**src/core/lntc_pkg.sv**
```systemverilog
// constants and types shared by the transceiver mode control block
package lntc_pkg;

  // transceiver mode field codes
  typedef enum logic [1:0]
  {
    LM_OFF = 2'b00,
    LM_WAKE = 2'b01,
    LM_RXONLY = 2'b10,
    LM_NORMAL = 2'b11
  } lntc_mode_e;

  // device operating modes as reported by the mode controller
  typedef enum logic [2:0]
  {
    DM_NORMAL = 3'h0,
    DM_STOP = 3'h1,
    DM_SLEEP = 3'h2,
    DM_RESTART = 3'h3,
    DM_FAILSAFE = 3'h4
  } lntc_dev_e;

  // bus wake qualifier, gray along the usual path
  typedef enum logic [1:0]
  {
    WS_IDLE = 2'b00,
    WS_ARMED = 2'b01,
    WS_DOM = 2'b11,
    WS_QUAL = 2'b10
  } lntc_wake_e;

  // reset values
  localparam lntc_mode_e MODE_RESET = LM_OFF;
  localparam logic LOW_SLOPE_RESET = 1'b0;
  localparam logic FLASH_RESET = 1'b0;

  // configuration word layout: {mode, low slope, flash}
  localparam int CFG_W = 4;
  localparam int CFG_MODE_LSB = 2;
  localparam int CFG_LSM_BIT = 1;
  localparam int CFG_FLASH_BIT = 0;

  // timing, in microseconds, and the clock rate
  localparam int unsigned CLK_MHZ = 25;
  localparam int unsigned WAKE_DOM_US = 30;
  localparam int unsigned EN_TIME_US = 10;
  localparam int unsigned TX_TO_US = 20000;
  localparam int unsigned BUS_TO_US = 20000;
  localparam int unsigned WAKE_DOM_CYC = WAKE_DOM_US * CLK_MHZ;
  localparam int unsigned EN_TIME_CYC = EN_TIME_US * CLK_MHZ;
  localparam int unsigned TX_TO_CYC = TX_TO_US * CLK_MHZ;
  localparam int unsigned BUS_TO_CYC = BUS_TO_US * CLK_MHZ;

  // pin synchroniser bit positions
  localparam int PIN_N = 4;
  localparam int PIN_TX = 0;
  localparam int PIN_BUS = 1;
  localparam int PIN_CS = 2;
  localparam int PIN_UV = 3;
  localparam logic [PIN_N-1:0] PIN_RESET = 4'h7;

endpackage

```
**src/core/lntc_dom_timer.sv**
```systemverilog
// saturating counter that measures how long a level has been held high
`timescale 1ns/1ns
`default_nettype none
module lntc_dom_timer
#(
  parameter int unsigned LIMIT = 750
)
(
  // clock and reset
  input wire logic sys_clk,
  input wire logic reset,
  // level in, expiry out
  input wire logic level,
  output logic expired
);

  localparam int W = $clog2(LIMIT + 1);
  localparam logic [W-1:0] LIM = W'(LIMIT);

  logic [W-1:0] cnt_q;

  assign expired = (cnt_q == LIM);

  // any low cycle restarts the measurement
  always_ff @(posedge sys_clk or posedge reset)
  begin
    if (reset)
      cnt_q <= '0;
    else if (!level)
      cnt_q <= '0;
    else if (!expired)
      cnt_q <= cnt_q + 1'b1;
  end

endmodule
`default_nettype wire

```
**src/core/lntc_cfg_buffer.sv**
```systemverilog
// two-entry buffer holding configuration words until chip select rises
`timescale 1ns/1ns
`default_nettype none
module lntc_cfg_buffer
#(
  parameter int WIDTH = 4
)
(
  // clock and reset
  input wire logic sys_clk,
  input wire logic reset,
  // fill side
  input wire logic inValid,
  output logic inReady,
  input wire logic [WIDTH-1:0] inData,
  // drain side
  output logic outValid,
  input wire logic outReady,
  output logic [WIDTH-1:0] outData
);

  logic [WIDTH-1:0] slot_q [2];
  logic [1:0] cnt_q;
  logic ready_q;
  wire push = inValid && ready_q;
  wire pop = outReady && (cnt_q != 2'd0);
  wire [1:0] cntNext = cnt_q + {1'b0, push} - {1'b0, pop};
  // write lands behind the head, or in the head slot when empty or after a pop
  wire [0:0] wrIdx = (cnt_q == 2'd0 || (cnt_q == 2'd1 && pop)) ? 1'b0 : 1'b1;

  assign inReady = ready_q;
  assign outValid = (cnt_q != 2'd0);
  assign outData = slot_q[0];

  always_ff @(posedge sys_clk or posedge reset)
  begin
    if (reset)
    begin
      cnt_q <= 2'd0;
      ready_q <= 1'b1;
      slot_q[0] <= '0;
      slot_q[1] <= '0;
    end
    else
    begin
      cnt_q <= cntNext;
      ready_q <= (cntNext != 2'd2);
      if (pop)
        slot_q[0] <= slot_q[1];
      if (push)
        slot_q[wrIdx] <= inData;
    end
  end

endmodule
`default_nettype wire

```
**src/core/lntc_mode_ctrl.sv**
```systemverilog
// LIN transceiver mode, wake, time-out and slope control
`timescale 1ns/1ns
`default_nettype none
module lntc_mode_ctrl
  import lntc_pkg::*;
#(
  parameter int unsigned TX_TO_CYCLES = TX_TO_CYC,
  parameter int unsigned BUS_TO_CYCLES = BUS_TO_CYC
)
(
  // clock and reset
  input wire logic sys_clk,
  input wire logic reset,
  // configuration writes from the serial decoder
  input wire logic cfgValid,
  output logic cfgReady,
  input wire logic [1:0] cfgMode,
  input wire logic cfgLowSlope,
  input wire logic cfgFlash,
  input wire logic chipSelectN,
  // device mode and watchdog
  input wire lntc_dev_e devMode,
  input wire logic watchdogOnBusWake,
  input wire logic watchdogEnabled,
  output logic restartReq,
  output logic watchdogEnableReq,
  // microcontroller pins
  input wire logic linTxInput,
  output logic linRxOutput,
  output logic interruptOutN,
  // bus side
  input wire logic busLevel,
  input wire logic busSupplyLow,
  output logic busDriveDominant,
  output logic lowSlope,
  output logic flashMode,
  // status
  output logic [1:0] transceiverMode,
  output logic wakeStatus,
  input wire logic wakeStatusClr,
  output logic linFault,
  input wire logic linFaultClr
);

  // pin synchronisers
  logic [PIN_N-1:0] pinMeta_q;
  logic [PIN_N-1:0] pinSync_q;
  logic csPrev_q;

  always_ff @(posedge sys_clk or posedge reset)
  begin
    if (reset)
    begin
      pinMeta_q <= PIN_RESET;
      pinSync_q <= PIN_RESET;
      csPrev_q <= 1'b1;
    end
    else
    begin
      pinMeta_q <= {busSupplyLow, chipSelectN, busLevel, linTxInput};
      pinSync_q <= pinMeta_q;
      csPrev_q <= pinSync_q[PIN_CS];
    end
  end

  wire txDom = !pinSync_q[PIN_TX];
  wire busDom = !pinSync_q[PIN_BUS];
  wire uvLow = pinSync_q[PIN_UV];
  wire csRise = pinSync_q[PIN_CS] && !csPrev_q;

  // configuration words wait here for the end of the frame
  logic bufValid;
  logic [CFG_W-1:0] bufData;
  wire [CFG_W-1:0] cfgWord = {cfgMode, cfgLowSlope, cfgFlash};

  lntc_cfg_buffer #(.WIDTH(CFG_W)) u_buf
  (
    .sys_clk(sys_clk),
    .reset(reset),
    .inValid(cfgValid),
    .inReady(cfgReady),
    .inData(cfgWord),
    .outValid(bufValid),
    .outReady(csRise),
    .outData(bufData)
  );

  // device mode tracking
  lntc_dev_e devPrev_q;
  wire devChanged = (devMode != devPrev_q);
  wire inNormal = (devMode == DM_NORMAL);
  wire inStop = (devMode == DM_STOP);
  wire enterFs = devChanged && (devMode == DM_FAILSAFE);
  wire rearm = devChanged && (inStop || devMode == DM_SLEEP ||
    devMode == DM_FAILSAFE);

  // mode request legality per device mode
  wire applyCfg = csRise && bufValid;
  wire [1:0] reqMode = bufData[CFG_MODE_LSB +: 2];
  wire commsOk = inNormal || inStop;
  wire wakeOk = commsOk || devMode == DM_SLEEP ||
    devMode == DM_RESTART;
  wire reqLegal = (reqMode == LM_OFF) ||
    ((reqMode == LM_NORMAL || reqMode == LM_RXONLY) && commsOk) ||
    ((reqMode == LM_WAKE) && wakeOk);

  lntc_mode_e mode_q;
  lntc_mode_e mode_d;
  always_comb
  begin
    mode_d = mode_q;
    if (enterFs)
      mode_d = LM_WAKE;
    else if (applyCfg && reqLegal)
      mode_d = lntc_mode_e'(reqMode);
  end
  wire modeChange = (mode_d != mode_q);

  // slope and flash only accepted while the device is in Normal
  logic lowSlope_q;
  logic flash_q;
  wire slopeWr = applyCfg && inNormal;

  // wake qualifier
  lntc_wake_e wState_q;
  lntc_wake_e wState_d;
  logic woke_q;
  logic wakeTimed;
  // off mode or a stale wake leaves the qualifier parked
  wire wakeRun = (mode_q == LM_WAKE) && !woke_q && !uvLow;

  lntc_dom_timer #(.LIMIT(WAKE_DOM_CYC)) u_wake_tmr
  (
    .sys_clk(sys_clk),
    .reset(reset),
    .level(wState_q == WS_DOM && busDom),
    .expired(wakeTimed)
  );

  // requires recessive first so a bus already low at arming cannot wake
  always_comb
  begin
    wState_d = wState_q;
    if (!wakeRun)
      wState_d = WS_IDLE;
    else
      unique case (wState_q)
        WS_IDLE:
          if (!busDom)
            wState_d = WS_ARMED;
        WS_ARMED:
          if (busDom)
            wState_d = WS_DOM;
        WS_DOM:
          if (!busDom)
            wState_d = WS_ARMED;
          else if (wakeTimed)
            wState_d = WS_QUAL;
        WS_QUAL:
          if (!busDom)
            wState_d = WS_IDLE;
      endcase
  end
  wire wakeEvt = wakeRun && wState_q == WS_QUAL && !busDom;

  // woken flag: set wins over the clearing mode toggle or re-arm
  wire woke_d = wakeEvt || (woke_q && !modeChange && !rearm);

  // wake reaction per device mode
  wire wakeIrq = wakeEvt && commsOk;
  wire wakeRestart = wakeEvt && !commsOk;
  wire wdKick = wakeEvt && inStop && watchdogOnBusWake &&
    !watchdogEnabled;

  // enabling time after entering normal mode
  logic enDone;
  logic txGate_q;
  // undervoltage mutes the driver and the receiver; enabling state survives the dip
  wire normalOn = (mode_q == LM_NORMAL);

  lntc_dom_timer #(.LIMIT(EN_TIME_CYC)) u_en_tmr
  (
    .sys_clk(sys_clk),
    .reset(reset),
    .level(normalOn),
    .expired(enDone)
  );

  // only a dominant starting after the enabling time passes
  wire txGate_d = normalOn && (txGate_q || (enDone && !txDom));

  // transmit dominant time-out, cleared by any recessive cycle
  logic txTimedOut;
  lntc_dom_timer #(.LIMIT(TX_TO_CYCLES)) u_tx_tmr
  (
    .sys_clk(sys_clk),
    .reset(reset),
    .level(normalOn && txDom),
    .expired(txTimedOut)
  );

  // bus clamp watch while receiving
  logic busClamped;
  wire rxOn = (mode_q == LM_NORMAL || mode_q == LM_RXONLY) && !uvLow;
  lntc_dom_timer #(.LIMIT(BUS_TO_CYCLES)) u_bus_tmr
  (
    .sys_clk(sys_clk),
    .reset(reset),
    .level(rxOn && busDom),
    .expired(busClamped)
  );

  // fault flag set once per time-out onset; set wins over clear
  logic txToPrev_q;
  logic clampPrev_q;
  wire faultSet = (txTimedOut && !txToPrev_q) ||
    (busClamped && !clampPrev_q);
  logic fault_q;
  wire fault_d = faultSet || (fault_q && !linFaultClr);

  // wake status sticky; set wins over clear
  logic wakeSt_q;
  wire wakeSt_d = wakeEvt || (wakeSt_q && !wakeStatusClr);
  logic intPend_q;
  wire intPend_d = wakeIrq || (intPend_q && !wakeStatusClr);

  // pin outputs
  wire drive_d = txGate_d && txDom && !txTimedOut &&
    !uvLow;
  wire rx_d = woke_d ? 1'b0 : (rxOn ? !busDom : 1'b1);

  logic drive_q;
  logic rx_q;
  logic restart_q;
  logic wdReq_q;

  always_ff @(posedge sys_clk or posedge reset)
  begin
    if (reset)
    begin
      devPrev_q <= DM_NORMAL;
      mode_q <= MODE_RESET;
      lowSlope_q <= LOW_SLOPE_RESET;
      flash_q <= FLASH_RESET;
      wState_q <= WS_IDLE;
      woke_q <= 1'b0;
      txGate_q <= 1'b0;
      txToPrev_q <= 1'b0;
      clampPrev_q <= 1'b0;
      fault_q <= 1'b0;
      wakeSt_q <= 1'b0;
      intPend_q <= 1'b0;
      drive_q <= 1'b0;
      rx_q <= 1'b1;
      restart_q <= 1'b0;
      wdReq_q <= 1'b0;
    end
    else
    begin
      devPrev_q <= devMode;
      mode_q <= mode_d;
      if (slopeWr)
      begin
        lowSlope_q <= bufData[CFG_LSM_BIT];
        flash_q <= bufData[CFG_FLASH_BIT];
      end
      wState_q <= wState_d;
      woke_q <= woke_d;
      txGate_q <= txGate_d;
      txToPrev_q <= txTimedOut;
      clampPrev_q <= busClamped;
      fault_q <= fault_d;
      wakeSt_q <= wakeSt_d;
      intPend_q <= intPend_d;
      drive_q <= drive_d;
      rx_q <= rx_d;
      restart_q <= wakeRestart;
      wdReq_q <= wdKick;
    end
  end

  assign busDriveDominant = drive_q;
  assign linRxOutput = rx_q;
  assign interruptOutN = !intPend_q;
  assign restartReq = restart_q;
  assign watchdogEnableReq = wdReq_q;
  assign lowSlope = lowSlope_q;
  assign flashMode = flash_q;
  assign transceiverMode = mode_q;
  assign wakeStatus = wakeSt_q;
  assign linFault = fault_q;

endmodule
`default_nettype wire

```
**config.mk**
```make
export PLATFORM = sky130hd
export DESIGN_NAME = lntc_mode_ctrl
export DESIGN_NICKNAME = d
export VERILOG_FILES = /design/src/core/lntc_pkg.sv /design/src/core/lntc_dom_timer.sv /design/src/core/lntc_cfg_buffer.sv /design/src/core/lntc_mode_ctrl.sv
export SDC_FILE = /design/constraint.sdc
export NUM_CORES = 1
export LEC_CHECK = 0
export BUFFER_PORTS_ARGS = -buffer_cell sky130_fd_sc_hd__buf_2
export CORE_MARGIN = 2
export CORE_UTILIZATION = 35
export CTS_BUF_LIST = sky130_fd_sc_hd__clkbuf_8
export DETAILED_ROUTE_END_ITERATION = 16
export GPL_TIMING_DRIVEN = 0
export PLACE_DENSITY_LB_ADDON = 0.1
export SLEW_MARGIN = 20
export SYNTH_ARGS = -nofsm -noshare
export SYNTH_HDL_FRONTEND = slang
export SYNTH_SLANG_ARGS = --single-unit
```
**constraint.sdc**
```tcl
create_clock -name sys_clk -period 7.5 [get_ports sys_clk]
set_clock_uncertainty 0.2 [all_clocks]
set_input_delay 0.375 -clock sys_clk [delete_from_list [all_inputs] [get_ports sys_clk]]
set_output_delay 0.375 -clock sys_clk [all_outputs]
set_load 0.02 [all_outputs]
```
# Word-level counts from Yosys, hierarchy flattened
# Cells that the tools add are included.
[totals]
regBits = 96
in_bits = 18
output_inout_bits = 12
elab_cells = 163
[op_classes]
n_addsub = 6
order_cmp = 2
n_eq_ne = 29
muxes = 25
bitwise = 1
n_reduce_logical = 73
[op_table]
columns = ["operator", "n"]
rows = [
  ["$mux W19", 4],
  ["$add A19 B1 Y19 const B", 2],
  ["$eq A19 B19 Y1 const B", 2],
  ["$logic_and A1 B1 Y1", 36],
  ["$mux W8", 3],
  ["$mux W10", 2],
  ["$logic_or A1 B1 Y1", 16],
  ["$mux W2", 8],
  ["$logic_not A1 Y1", 15],
  ["$eq A2 B2 Y1 const B", 6],
  ["$add A10 B1 Y10 const B", 1],
  ["$eq A10 B10 Y1 const B", 1],
  ["$ne A2 B2 Y1 const B", 5],
  ["$ne A3 B3 Y1 const B", 3],
  ["$add A8 B1 Y8 const B", 1],
  ["$bwmux W8", 1],
  ["$eq A2 B1 Y1 const B", 4],
  ["$eq A8 B8 Y1 const B", 1],
  ["$mux W4", 2],
  ["$pmux W2 S4", 1],
  ["$eq A3 B2 Y1 const B", 2],
  ["$logic_not A2 Y1", 3],
  ["$demux W4 S1", 1],
  ["$ne A4 B3 Y1 const B", 1],
  ["13 further kinds", 15],
]

# Longest topological paths before layout
# Gate-level depths: netlist of run 1.
[logic_depth]
depth_word = 15
ltp_mapped = 10
mapped_depth_nobuf = 9

# Hierarchy
# From an unflattened synthesis of run 1, not the netlist that was laid out.
[hier_totals]
hier_cells = 451
hier_area_um2 = 4767.1
[by_module_without_submodules]
columns = ["module", "n_inst", "cells_each", "area_each_um2"]
rows = [
  ["lntc_dom_timer (u_bus_tmr ...)", 2, 107, 1059.8],
  ["lntc_mode_ctrl", 1, 96, 1127.3],
  ["lntc_cfg_buffer", 1, 43, 564.3],
  ["lntc_dom_timer (u_wake_tmr)", 1, 57, 536.8],
  ["lntc_dom_timer (u_en_tmr)", 1, 41, 419.2],
]

# Worst setup path before layout of run 1
# No wires, ideal clock.
[synth_timing]
kind = "reg2reg"
from = "register u_buf.cnt_q[1]"
to = "register u_buf.ready_q (netlist: u_buf.inReady)"
setup_ns = 0.081
t_arrival_ns = 1.866
setup_slack_ns = 5.353
path_stages_with_launch = 11
path_buffers = 1
synth_period_minus_slack_ns = 2.147
cell_sequence = "dfrtp_1 or2_2 clkbuf_1 nand2_1 inv_1 ha_1 inv_1 ha_1 xnor2_1 xnor2_1 nand2b_1"
[synth_via]
elab_chain_cells = 4
word_cells_on_any_way = 5
cone_classes = "add/sub: 2; eq/ne: 1; reduce/logical: 2"
[synth_rtl]
columns = ["element", "line_no", "rtl"]
rows = [
  ["start: declaration", "lntc_cfg_buffer.sv:23", "logic [1:0] cnt_q;"],
  ["start signal: assignment", "lntc_cfg_buffer.sv:46", "cnt_q <= cntNext;"],
  ["parallel branches: the longest is 2 deep, another holds $add A2 B1 Y2", "--", ""],
  ["$sub A2 B1 Y2 (*)", "lntc_cfg_buffer.sv:27", "wire [1:0] cntNext = cnt_q + {1'b0, push} - {1'b0, pop};"],
  ["named net u_buf.cntNext[1]", "lntc_cfg_buffer.sv:27", ""],
  ["$ne A2 B2 Y1 (*)", "lntc_cfg_buffer.sv:47", "ready_q <= (cntNext != 2'd2);"],
  ["end signal: assignment", "lntc_cfg_buffer.sv:47", ""],
  ["end: declaration", "lntc_cfg_buffer.sv:24", "logic ready_q;"],
]
# Mark *: on every way through the listed nets, which the timed path passes.
# A chain may end at the register's enable or synchronous reset.

# Worst setup path after layout of run 1
[layout_timing]
from = "register pinSync_q[2]"
to = "register u_buf.ready_q (netlist: u_buf.inReady)"
[layout_via]
elab_chain_cells = 4
[layout_rtl]
columns = ["element", "line_no", "rtl"]
rows = [
  ["start: declaration", "lntc_mode_ctrl.sv:47", "logic [PIN_N-1:0] pinSync_q;"],
  ["start signal: assignment", "lntc_mode_ctrl.sv:61", "pinSync_q <= pinMeta_q;"],
  ["$logic_and A1 B1 Y1", "lntc_mode_ctrl.sv:69", "wire csRise = pinSync_q[PIN_CS] && !csPrev_q;"],
  ["$logic_and A1 B1 Y1", "lntc_cfg_buffer.sv:26", "wire pop = outReady && (cnt_q != 2'd0);"],
  ["$sub A2 B1 Y2", "lntc_cfg_buffer.sv:27", ""],
  ["named net u_buf.cntNext[1]", "lntc_cfg_buffer.sv:27", ""],
  ["$ne A2 B2 Y1", "lntc_cfg_buffer.sv:47", ""],
]
# The timed path passes the listed nets, and every way through them passes these cells.

==> results of run 1 <==
[tightest hold or removal path, cell delays in order]
cell and delay [ns]:
sky130_fd_sc_hd__buf_2 0.09, sky130_fd_sc_hd__nand2_1 0.04, sky130_fd_sc_hd__o21ai_0 0.06
[final cells by class]
class	instances	area [sq um]	area share
buffer	11	58.8	0.0115
inverter	21	83.8	0.0164
multi-input combinational	303	1890	0.370
clock buffer	10	138	0.0270
sequential	96	2410	0.473
tap	172	215	0.0422
clock inverter	6	23.8	0.00466
timing repair buffer	41	283	0.0554
[power by group]
part / internal, mW / switching (mW) / leakage [nW]
clock network: 0.124 / 0.174 / 0.102
registers: 0.574 / 0.0427 / 1.27
logic: 0.0982 / 0.129 / 0.816
total: 0.796 / 0.346 / 2.19
[layer usage]
metal	vias to the layer above	global-route usage	part of all wire
li1	1601	-	-
met1	1570	0.186	0.49
met2	33	0.234	0.46
met3	13	0.0239	0.023
met4	0	0.0792	0.025
met5	-	0	0
[logic make-up after synthesis]
group / Yosys count / share of synthesized area
AND/OR/NAND/NOR: 183 / 0.219
buffers and inverters: 32 / 0.0310
AO/OA/AOI/OAI: 61 / 0.0767
XOR/XNOR: 38 / 0.0750
adder cells (fa/ha/maj): 10 / 0.0282
flip-flops: 96 / 0.544
multiplexers: 11 / 0.0265
[registers in the layout, summed over array words and instances, names as in the netlist, 3 cells and up, named ones only]
name              count
u_bus_tmr.cnt_q      19
u_tx_tmr.cnt_q       19
u_wake_tmr.cnt_q     10
u_en_tmr.cnt_q        8
pinMeta_q             4
pinSync_q             4
u_buf.outData         4
devPrev_q             3
[cell usage after synthesis (3+ instances only)]
| cell | number | area, sq um |
|---|---|---|
| sky130_fd_sc_hd__mux2i_1 | 5 | 50.1 |
| sky130_fd_sc_hd__nor4b_1 | 5 | 43.8 |
| sky130_fd_sc_hd__clkbuf_1 | 7 | 26.3 |
| sky130_fd_sc_hd__nand4_1 | 12 | 75.1 |
| sky130_fd_sc_hd__nor4_1 | 4 | 25.0 |
| sky130_fd_sc_hd__ha_1 | 10 | 125 |
| sky130_fd_sc_hd__or3_1 | 12 | 75.1 |
| sky130_fd_sc_hd__inv_1 | 21 | 78.8 |
| sky130_fd_sc_hd__nor2b_1 | 4 | 25.0 |
| sky130_fd_sc_hd__dfrtp_1 | 87 | 2180 |
| sky130_fd_sc_hd__nand2_1 | 24 | 90.1 |
| sky130_fd_sc_hd__nand3_1 | 25 | 125 |
| sky130_fd_sc_hd__mux2_2 | 6 | 67.6 |
| sky130_fd_sc_hd__o21ai_0 | 22 | 110 |
| sky130_fd_sc_hd__dfstp_2 | 9 | 236 |
| sky130_fd_sc_hd__nor2_1 | 54 | 203 |
| sky130_fd_sc_hd__and2_1 | 3 | 18.8 |
| sky130_fd_sc_hd__nor3_1 | 8 | 40.0 |
| sky130_fd_sc_hd__and3_1 | 11 | 68.8 |
| sky130_fd_sc_hd__xor2_1 | 23 | 201 |
| sky130_fd_sc_hd__a21oi_1 | 25 | 125 |
| sky130_fd_sc_hd__a31oi_1 | 3 | 18.8 |
| sky130_fd_sc_hd__nand3b_1 | 3 | 22.5 |
| sky130_fd_sc_hd__xnor2_1 | 15 | 131 |
[layout by cell type, fill, tap and decap left out, drive strengths merged, types with 2 or more instances in the layout]
master,n
or3,12
o21ai,22
nor2,54
inv,26
o21bai,2
nor4,4
clkbuf,17
and3,12
or2,3
and2,3
mux2,6
dfrtp,87
nand2b,2
xnor2,15
or3b,3
a21oi,25
nor4b,6
ha,10
nand3b,3
mux2i,5
nor3,9
dlygate4sd3,11
xor2,23
nand3,25
a31oi,3
dfstp,9
nand4b,2
nand4,12
buf,34
nor2b,4
nand2,24
[metrics by stage]
step	power, mW	hold WS, ns	setup WS (ns)	instance area (sq um)
floorplan	0.784	0.131	4.43	4440
global placement	0.848	0.143	3.09	4800
detailed placement	0.857	0.147	5.06	4830
CTS	1.17	0.00320	5.04	5100
global route	1.23	0.0390	4.81	5100
finish	1.14	0.0267	5.09	5100
[worst max path at each step]
stage / cells past startpoint / startpoint / slack (ns) / endpoint
after floorplan: 1 / reset / 4.43 / async pin
after global placement: 2 / reset / 3.09 / async pin
after detailed placement: 10 / pinSync_q[2]$_DFF_PP1_ / 5.06 / u_buf.inReady$_DFF_PP1_
after CTS: 10 / pinSync_q[2]$_DFF_PP1_ / 5.04 / u_buf.inReady$_DFF_PP1_
after global routing: 10 / pinSync_q[2]$_DFF_PP1_ / 4.81 / u_buf.inReady$_DFF_PP1_
final: 10 / pinSync_q[2]$_DFF_PP1_ / 5.09 / u_buf.inReady$_DFF_PP1_
==> out/results.txt, run 1 <==
The run finished with clean final reports. The number of buffers and inverters on the critical path is 3, and the number of cells in the finished layout apart from fillers is 660. The tools report the total core area as 12500 sq um.

The count of antenna-violating nets left after detailed routing is 0. Broken down by cell family, the worst path's largest delay share belongs to flip-flops. For the total wire length, the log shows 8700 microns. The congestion estimate from routability-driven global placement came to 0.733. For hold timing, the worst endpoint is u_buf.outData[1]$_DFF_PP0_. The minimum setup slack among reg-to-reg paths came out at 5.09 ns.

The initial antenna violation count was 0. STA classifies the critical path startpoint as a flip-flop. Setup repair after global routing left no endpoint under its margin. The clock tree root driver cell was sky130_fd_sc_hd__clkbuf_8. The post-synthesis sequential area ratio is 0.544. After the first detailed-routing iteration, the DRC count stood at 113.

The standby leakage power was 2.19 nW. The run gives 0 as the number of diodes. The tools report the number of buffers added by the clock tree synthesis step as 9. For the worst setup path, the data required time is 7.60 ns.

For this run, the detailed router's first-pass iteration total came to 4. Number of sinks handled by clock tree synthesis: 96. The total overflow left after global routing is 0. The final max-slew violation count was 0; the worst reg2reg path depth was 10. For the total count of hold-check failures in the final report, the log shows 0. The die span in y is 117 microns, and the net count of the finished layout is 511. The filler cells instantiated in the layout total 1287. The logs give 3332 for the number of global-route vias before repair and 0 for the setup fix buffers added after clock tree synthesis. The routed layout has 3217 vias. Once placement completed, the tool counted placed cells totaling 633.

Highest-delay cell along the critical path: sky130_fd_sc_hd__dfstp_2. The number of buffer cells added on primary ports is 29, and the post-route core utilization is 0.408. After clock tree synthesis, the clock-pin slew on the worst setup and hold paths is 0.08 ns.

The endpoint type of the worst setup path is a flip-flop. The worst register-to-register path ends at u_buf.inReady$_DFF_PP1_. The power density relative to cell area is 224 nW/um^2.

For the final routed database, the setup TNS stands at 0 ns. After synthesis the netlist holds a flip-flop and latch count of 96. The cell count after synthesis came out at 431. The cell area that synthesis handed to floorplanning was 4440 sq um. The number of nets in the synthesized netlist is 459.

The later-pin clock latency in the skew report was 0.37 ns; the number of synthesized flops with an enable pin was 0. The largest net degree at the start of global routing came out at 58. The initial cell density of the core is 0.355. The startpoint identified for the worst register-to-register timing path is pinSync_q[2]$_DFF_PP1_. Among all flip-flop cells after synthesis, the most frequent one is sky130_fd_sc_hd__dfrtp_1.

For the unique cell type count in the Yosys netlist, the log shows 50. The combined global-route utilization of all metal layers is 0.144. The share of the clock period used by the worst path after layout works out to 0.321. For the finished layout, the period the worst path requires is 2.41 ns.

Max capacitance violation total: 0. The layout cell share with drive strength beyond 1 is 0.141. After clock tree synthesis, the flow added hold-fix buffers numbering 11.

The logs give 5950 microns for the detailed placer's ending HPWL and 0.577 for the relative max-transition margin. The area growth from synthesis to layout came out at 15.0%. The die is 117 microns wide.

CTS built an H-tree with a depth of 3. The logs give 41 for the standard-cell row count and 2 for the maximum clock insertion buffer count. TritonCTS built the clock tree. The die covers 13600 sq um. Highest fanout seen on the critical path: 8. Setup violations remaining at the end of the flow were counted as 0.

Dividing the synthesized area by the synthesized cell count gives 10.3 sq um. The worst hold path belongs to the class input port to flip-flop. In the routed design, unresolved DRC markers number 0. The Yosys step of the flow raised 0 warnings.

The final routed wire length divided by cell count was 13.2 microns; the arrival time at the worst endpoint was 2.51 ns. Based on the critical path, the design can be clocked at up to 415 MHz. VDD sags by at most 0.135 mV.

The wire length of the first global-routing pass came out at 15300 microns. For the pin with the worst max-slew slack, the measured transition is 0.629 ns. 30 I/O pins were placed. In the routed layout, each cell is associated on average with a via count of 4.87.

Walking the worst path, the cells encountered are nor2b_1, clkbuf_1, nand2_1, inv_1, ha_1, inv_1, ha_1, xnor2_1, xnor2_1, nand2b_1. The cell depth of the worst hold path is 3, and the post-cts gate resize count is 0. The largest single stage delay on the critical path is 0.53 ns. The type of the worst setup path was flip-flop to flip-flop. The share of flip-flops with an asynchronous set or reset after synthesis is 1.00.

The worst hold path begins at cfgLowSlope.
(Power assumes the default switching activity.)
==> inputs of run 2 (changes only) <==
ABC_AREA = 1   (was not set)
clock period = 2.2 ns   (was 7.5 ns; I/O delays follow)
==> run 2 against run 1 <==
Total power increased to 3.6 times the previous value. Register-to-register slack got worse by 4.8 ns. Synthesized cell count increased by 29%. Highest routed layer unchanged. Combinational power increased to 3.1 times the previous value. Worst setup slack got worse by 4.8 ns. Routed wire length increased by 9.4%. Sequential share of layout area decreased by 3.9 points. Flip-flop and latch count unchanged. Die area increased by 5.9%.
==> out/results.txt, run 2 <==
The flow ran to the end, and the final reports show no timing, DRC or antenna violations. The layout cell share with drive strength beyond 1 came out at 0.143. The run gives 96 as the number of sinks handled by clock tree synthesis. The total of warnings raised by yosys is 0, and the standby leakage power is 2.56 nW. The share of flip-flops with an asynchronous set or reset after synthesis came out at 1.00. For the worst setup path, the data arrival time is 2.06 ns.

The initial cell density of the core came out at 0.357. The number of synthesized flops with an enable pin was 0. The area occupied by registers is 2410 sq um. The HPWL after detailed placement is 7020 microns.

For this block, the initial DRC count from the detailed router was 197. The leftover overflow at the end of global routing was 0. VDD sags by at most 0.594 mV. The floorplan step defined a die boundary enclosing 14400 sq um.

The tools report the initial antenna violation count as 0. The tools report the type of element launching the critical path as a flip-flop. Adding up every negative setup slack in the final design gives 0 ns.

The share of total power in combinational logic came out at 0.169. The largest registers in the layout are u_bus_tmr.cnt_q: 19 flops, u_tx_tmr.cnt_q: 19 flops, u_wake_tmr.cnt_q: 10 flops. The worst slack on hold paths is 0.129 ns. The total core area was 13200 sq um.

The number of nets in the synthesized netlist is 584. The run gives 0.512 as the post-synthesis sequential area ratio. Tracing the worst setup path back leads to its startpoint at csPrev_q$_DFF_PP1_. The later pin in the worst-skew pair is clocked with a latency of 0.37 ns. Combined global-route utilization of all metal layers: 0.150.

The layout has 1362 filler cells. Buffers placed on the I/O ports in this run total 29. After clock tree synthesis, the clock-pin slew on the worst setup and hold paths is 0.09 ns. The area share of the largest cell type after synthesis is 0.462. The average instance in the mapped netlist occupies 8.47 sq um.

The clock tree synthesis step divided the H-tree into 3 levels. The total count of hold-check failures in the final report is 0. The sequential cell fraction of total power was 0.495. Counting instances in the post-synthesis netlist gives the leading cell types as sky130_fd_sc_hd__nand2_1 (95), sky130_fd_sc_hd__dfrtp_1 (87), sky130_fd_sc_hd__inv_1 (85).

TritonCTS built the clock tree. In this run, CTS created clock tree buffers numbering 9. The highest-delay cell along the critical path is sky130_fd_sc_hd__dfstp_2. Entering global routing, the biggest net connects 32 pins. In the post-synthesis netlist, the biggest area contributors are sky130_fd_sc_hd__dfrtp_1 (46%), sky130_fd_sc_hd__nand2_1 (7.6%), sky130_fd_sc_hd__inv_1 (6.8%), sky130_fd_sc_hd__dfstp_2 (5.0%), sky130_fd_sc_hd__nor2_1 (4.3%). For this run, the slowest stage of the critical path takes 0.52 ns. The final max-slew violation count is 0. The logs give 37 for the unique cell type count in the Yosys netlist and 556 for the instance count of the mapped netlist. By instance count, the leading cell after synthesis is sky130_fd_sc_hd__nand2_1. The kind of path behind the tightest hold check is input port to async pin. The count of endpoints failing setup in the final report was 0. Timing would allow up to 512 MHz. Leaving out fill and tap cells, the most frequent cell in the layout is sky130_fd_sc_hd__nand2_1. The relative max-transition margin came out at 0.621.

Summed over all nets, the switching power comes to 1.15 mW. The root buffer cell chosen for the clock tree is sky130_fd_sc_hd__clkbuf_8. The final estimated routing congestion in global placement was 0.836. Summed over all instances, the cell type with the most area after synthesis is sky130_fd_sc_hd__dfrtp_1. At the end of the flow, the number of nets in the layout was 644. In this run the deepest clock path goes through 2 buffers. The type of the worst setup path was flip-flop to flip-flop. The worst setup path is captured at a flip-flop.

The number of register bits inferred by synthesis was 96; the standard-cell row count was 42. The tools report the number of global-route vias before repair as 3766. The switching power share of the total was 0.278. The tools report the data required time at the worst endpoint as 2.30 ns. The most used flip-flop cell after synthesis is sky130_fd_sc_hd__dfrtp_1. Power spread over the standard cell area amounts to 743 nW/um^2.

For this run, design rule violations remaining after detail routing come to 0. Detailed routing inserted a total of 3717 vias. Dividing the detail-routed wire length by the instance count gives 11.9 microns. The share of the clock period used by the worst path after layout came out at 0.888.

Setup repair after global routing left no endpoint under its margin. At the pin with the least slew margin, the transition time is 0.564 ns. The share of power burned in the clock network was 0.336. Compared with the post-synthesis result, the final layout area differs by 18.0%. In this run the vertical extent of the chip is 120 microns. The start of the worst register-to-register path is csPrev_q$_DFF_PP1_. The first global-routing pass estimated 17400 microns of wire. The number of antenna diodes in the final layout is 0. Walking the worst path, the cells encountered are inv_1, nand2_1, nor2_4, ha_1, inv_1, ha_1, xor2_1, or2_2. After layout, the minimum clock period comes to 1.95 ns.

In the final layout, the multi-input gates occupy 1930 sq um. For this block, the routed nets add up to 9520 microns of wire. The number of I/O pins was 30. The highest fanout seen on the critical path is 9, and the first-pass iteration count of the detailed router is 4. Leaving out fill and tap cells, the most frequent cells in the layout are sky130_fd_sc_hd__nand2_1 (95), sky130_fd_sc_hd__inv_1 (87), sky130_fd_sc_hd__dfrtp_1 (87). The design internal power was 2.98 mW; the post-synthesis cell area was 4710 sq um. The run gives 0 as the count of antenna-violating nets left after detailed routing.

The width of the die was 120 microns. For the max capacitance violation total, the log shows 0. Using the TritonRoute via totals, the vias-per-cell ratio works out to 4.66.
## run 2: repair_timing
item | in CTS | in global routing
resized for setup | 0 | 0
hold buffers | 17 | 0
endpoints found under the hold margin | 111 | 0
endpoints found under the setup margin | 0 | 0
buffers inserted | 0 | 0
## run 2: logic make-up (layout without fill, tap and decap cells)
family          Yosys count  count (layout)  synth area share
fa+ha+maj                10              10            0.0266
compound gates           80              80            0.0913
simple gates            259             259             0.267
xor+xnor                 13              13            0.0242
flops                    96              96             0.512
buf+inv                  98             163            0.0786
## run 2: routing by layer
metal  vias up  global-route usage  share of wire
met5         -                   0              0
met4         0              0.0500          0.016
met3        12              0.0504          0.040
met2        55               0.245           0.48
met1      1716               0.188           0.47
li1       1934                   -              -
## run 2: critical path: cells and delay by family (launching register included)
| kind | cells | cell delay, ns |
|---|---|---|
| adder cells (fa/ha/maj) | 2 | 0.46 |
| AND/OR/NAND/NOR | 3 | 0.47 |
| XOR/XNOR | 1 | 0.17 |
| buffers and inverters | 2 | 0.07 |
| flip-flops | 1 | 0.52 |
## run 2: area by class of cell
class                           count  area share
Buffer                              3     0.00248
Clock buffer                       10      0.0248
Clock inverter                      6      0.0182
Inverter                           95      0.0648
Multi-Input combinational cell    362       0.347
Sequential cell                    96       0.434
Tap cell                          176      0.0396
Timing Repair Buffer               49      0.0689
## run 2: power by group through the flow
stage               clock, mW  combinational, mW  sequential, mW
floorplan                   0              0.441            2.12
global placement            0              0.664            2.08
detailed placement          0              0.686            2.08
CTS                      1.45              0.714            2.05
global route             1.52              0.814            2.07
finish                   1.39              0.696            2.04
## run 2: through the flow
step	power [mW]	std cells	util	worst slack [ns]	area [sq um]
final	4.13	797	0.421	0.247	5560
after global routing	4.41	797	0.421	0.104	5560
after CTS	4.21	797	0.421	0.220	5560
after detailed placement	2.77	764	0.390	0.228	5150
after global placement	2.74	761	0.385	0.00201	5080
after floorplan	2.56	556	-	0.334	4720
## run 2: worst paths after layout
kind                                                    to  slack [ns]  cells past startpoint
hold / removal             u_bus_tmr.cnt_q[13]$_DFFE_PP0P_        0.13                      3
setup / recovery                   u_buf.inReady$_DFF_PP1_        0.25                      8
hold reg to reg                         csPrev_q$_DFF_PP1_        0.16                      0
min in group sys_clk                    csPrev_q$_DFF_PP1_        0.16                      0
setup reg to reg                   u_buf.inReady$_DFF_PP1_        0.25                      8
max in group asynchronous           pinSync_q[0]$_DFF_PP1_        1.08                      4
==> inputs of run 3 (changes only) <==
HOLD_SLACK_MARGIN = 0.15   (was not set)
==> run 3 against run 2 <==
Clock power hardly changed. Sequential share of layout area down 0.39 points. Count of clock-buffer cells in the layout did not move. Global-route usage is 0.051 points higher. Maximum frequency decreased by 2.7%. Critical path type unchanged. Critical path depth down 2. Core utilization rose by 0.38 points. Register-to-register slack lost 0.05 ns. First-iteration DRC count fell by 1.0%. Final area increased by 0.90%.
==> out/results.txt, run 3 (same netlist as run 2, synthesis figures left out) <==
The worst slack on hold paths came out at 0.161 ns. At the placement stage, the worst setup path has a slack of 0.228 ns. The width of the die came out at 120 microns. The number of I/O pins is 30, and the final routed wire length divided by cell count is 11.9 microns. The library cell used most frequently in the layout, excluding fill and tap cells, is sky130_fd_sc_hd__nand2_1. The combined global-route utilization of all metal layers was 0.151; the highest fanout seen on the critical path was 8.

The maximum clock insertion buffer count was 2. The logs give 0.37 ns for the later-pin clock latency in the skew report and 42 for the standard-cell row count. The largest registers in the layout are u_bus_tmr.cnt_q: 19 flops, u_tx_tmr.cnt_q: 19 flops, u_wake_tmr.cnt_q: 10 flops. The clock net in this run drives a total of 96 sinks.

The placed instance area is 5150 sq um, and the wire length of the first global-routing pass is 17400 microns. The clock tree root driver cell is sky130_fd_sc_hd__clkbuf_8. The share of the clock period used by the worst path after layout was 0.913; the area growth from synthesis to layout was 19.0%.

The first detailed-routing pass ran for 4 iterations. The data required time at the worst endpoint was 2.26 ns. The tools report the share of power burned in the clock network as 0.335. Summed over all layers, the routed wires come to 9530 microns.

The final sum of negative setup slack was 0 ns. After detailed routing, the number of remaining DRC violations is 0. The switching power share of the total was 0.277; the die span in y was 120 microns.

The worst-case IR drop observed on VDD is 0.594 mV. STA classifies the critical path endpoint as a flip-flop. With fillers left out, the area of the finished cells amounts to 5610 sq um. The logs give 0.621 for the relative max-transition margin and 1354 for the filler cell count in the final layout. In this run the remaining antenna-violating nets after routing total 0. 0 antenna diodes ended up in the layout. Final estimated routing congestion in global placement: 0.836. Sequential cell fraction of total power: 0.493.

Power spread over the standard cell area amounts to 740 nW/um^2. The smallest clock period supported by the final layout is computed as 2.01 ns. After clock tree synthesis, the setup repair step added 0 buffers. Cell internal power was estimated by the tool at 3.00 mW.

TritonCTS built the clock tree. The flow ran to the end, and the final reports show no timing, DRC or antenna violations. The design draws 4.15 mW. The share of total power in combinational logic is 0.173. The transition time of the tightest slew-check pin works out to 0.564 ns.

The run gives 0 as the initial antenna violation count. For the leftover overflow at the end of global routing, the log shows 0. After clock tree synthesis, the clock-pin slew on the worst setup and hold paths is 0.09 ns. In the layout the commonest cells are sky130_fd_sc_hd__nand2_1 (95), sky130_fd_sc_hd__inv_1 (87), sky130_fd_sc_hd__dfrtp_1 (87).

The type of the worst setup path was flip-flop to flip-flop. The kind of path behind the tightest hold check was flip-flop to flip-flop. Data on the critical path arrives at its endpoint at 2.07 ns. In this run, the number of DRC markers left after iteration 0 of detailed routing was 195.

Summed over all cells, the static leakage comes to 2.59 nW. Total core area: 13200 sq um. The post-detailed-route via-to-cell ratio is 4.63, and the die area is 14400 sq um.

Input and output buffers added on the ports amount to 29. The total count of hold-check failures in the final report is 0. Post-layout worst setup margin: 0.192 ns.

Based on the critical path, the design can be clocked at up to 498 MHz. The initial cell density of the core came out at 0.357. Setup repair after global routing left no endpoint under its margin. The H-tree was split into 3 levels.

The layout cell share with drive strength beyond 1 is 0.142, and the count of endpoints failing setup in the final report is 0. The tools report the largest net degree at the start of global routing as 32. The tools report the type of element launching the critical path as a flip-flop. The net count of the finished layout is 649.

The number of global-route vias before repair is 3777. The logs give 7020 microns for the detailed placer's ending HPWL and 0 for the max capacitance violation total. In this run the power spent charging and discharging nets is 1.15 mW. The tools report the number of buffers added by the clock tree synthesis step as 9. The detailed-route via count was 3713; the final max-slew violation count was 0.
-- run 3: final timing paths --
check	from	endpoint	slack (ns)	cells past startpoint
max	pinSync_q[2]$_DFF_PP1_	u_buf.outData[2]$_DFF_PP0_	0.19	6
min	pinSync_q[2]$_DFF_PP1_	csPrev_q$_DFF_PP1_	0.16	0
max reg2reg	pinSync_q[2]$_DFF_PP1_	u_buf.outData[2]$_DFF_PP0_	0.19	6
min reg2reg	pinSync_q[2]$_DFF_PP1_	csPrev_q$_DFF_PP1_	0.16	0
max in group asynchronous	reset	pinSync_q[0]$_DFF_PP1_	0.49	5
min in group asynchronous	reset	u_bus_tmr.cnt_q[15]$_DFFE_PP0P_	0.72	4
-- run 3: timing repair --
action,in CTS,in global routing
hold endpoints to repair,123,1
gates resized for setup,0,0
hold buffers,21,1
-- run 3: worst max-delay path: stages, from the launching register on --
cell,delay (ns)
sky130_fd_sc_hd__dfstp_2,0.53
sky130_fd_sc_hd__nand2_1,0.10
sky130_fd_sc_hd__a21oi_1,0.17
sky130_fd_sc_hd__nand2_1,0.18
sky130_fd_sc_hd__nand2_1,0.10
sky130_fd_sc_hd__o21ai_0,0.07
sky130_fd_sc_hd__dlygate4sd3_1,0.55
-- run 3: layer usage --
metal / part of all wire / global-route usage
met2: 0.48 / 0.245
met3: 0.036 / 0.0504
met1: 0.47 / 0.189
met5: 0 / 0
met4: 0.016 / 0.0500
-- run 3: per-stage QoR --
stage / util / cells
3_3_place_gp: 0.385 / 761
3_5_place_dp: 0.390 / 764
6_report: 0.425 / 802
2_1_floorplan: - / 556
4_1_cts: 0.424 / 801
5_1_grt: 0.425 / 802
-- run 3: power groups by stage --
stage               Sequential [mW]  Clock (mW)  Combinational, mW
finish                         2.04        1.39              0.716
global route                   2.07        1.52              0.836
CTS                            2.05        1.45              0.732
detailed placement             2.08           0              0.686
global placement               2.08           0              0.664
floorplan                      2.12           0              0.441
-- run 3: layout make-up --
cell class | instances | area [sq um] | area share
Inverter | 95 | 360 | 0.0643
Clock buffer | 10 | 138 | 0.0245
Multi-Input combinational cell | 362 | 1930 | 0.344
Buffer | 3 | 13.8 | 0.00245
Clock inverter | 6 | 101 | 0.0181
Timing Repair Buffer | 54 | 433 | 0.0772
Tap cell | 176 | 220 | 0.0393
Sequential cell | 96 | 2410 | 0.430
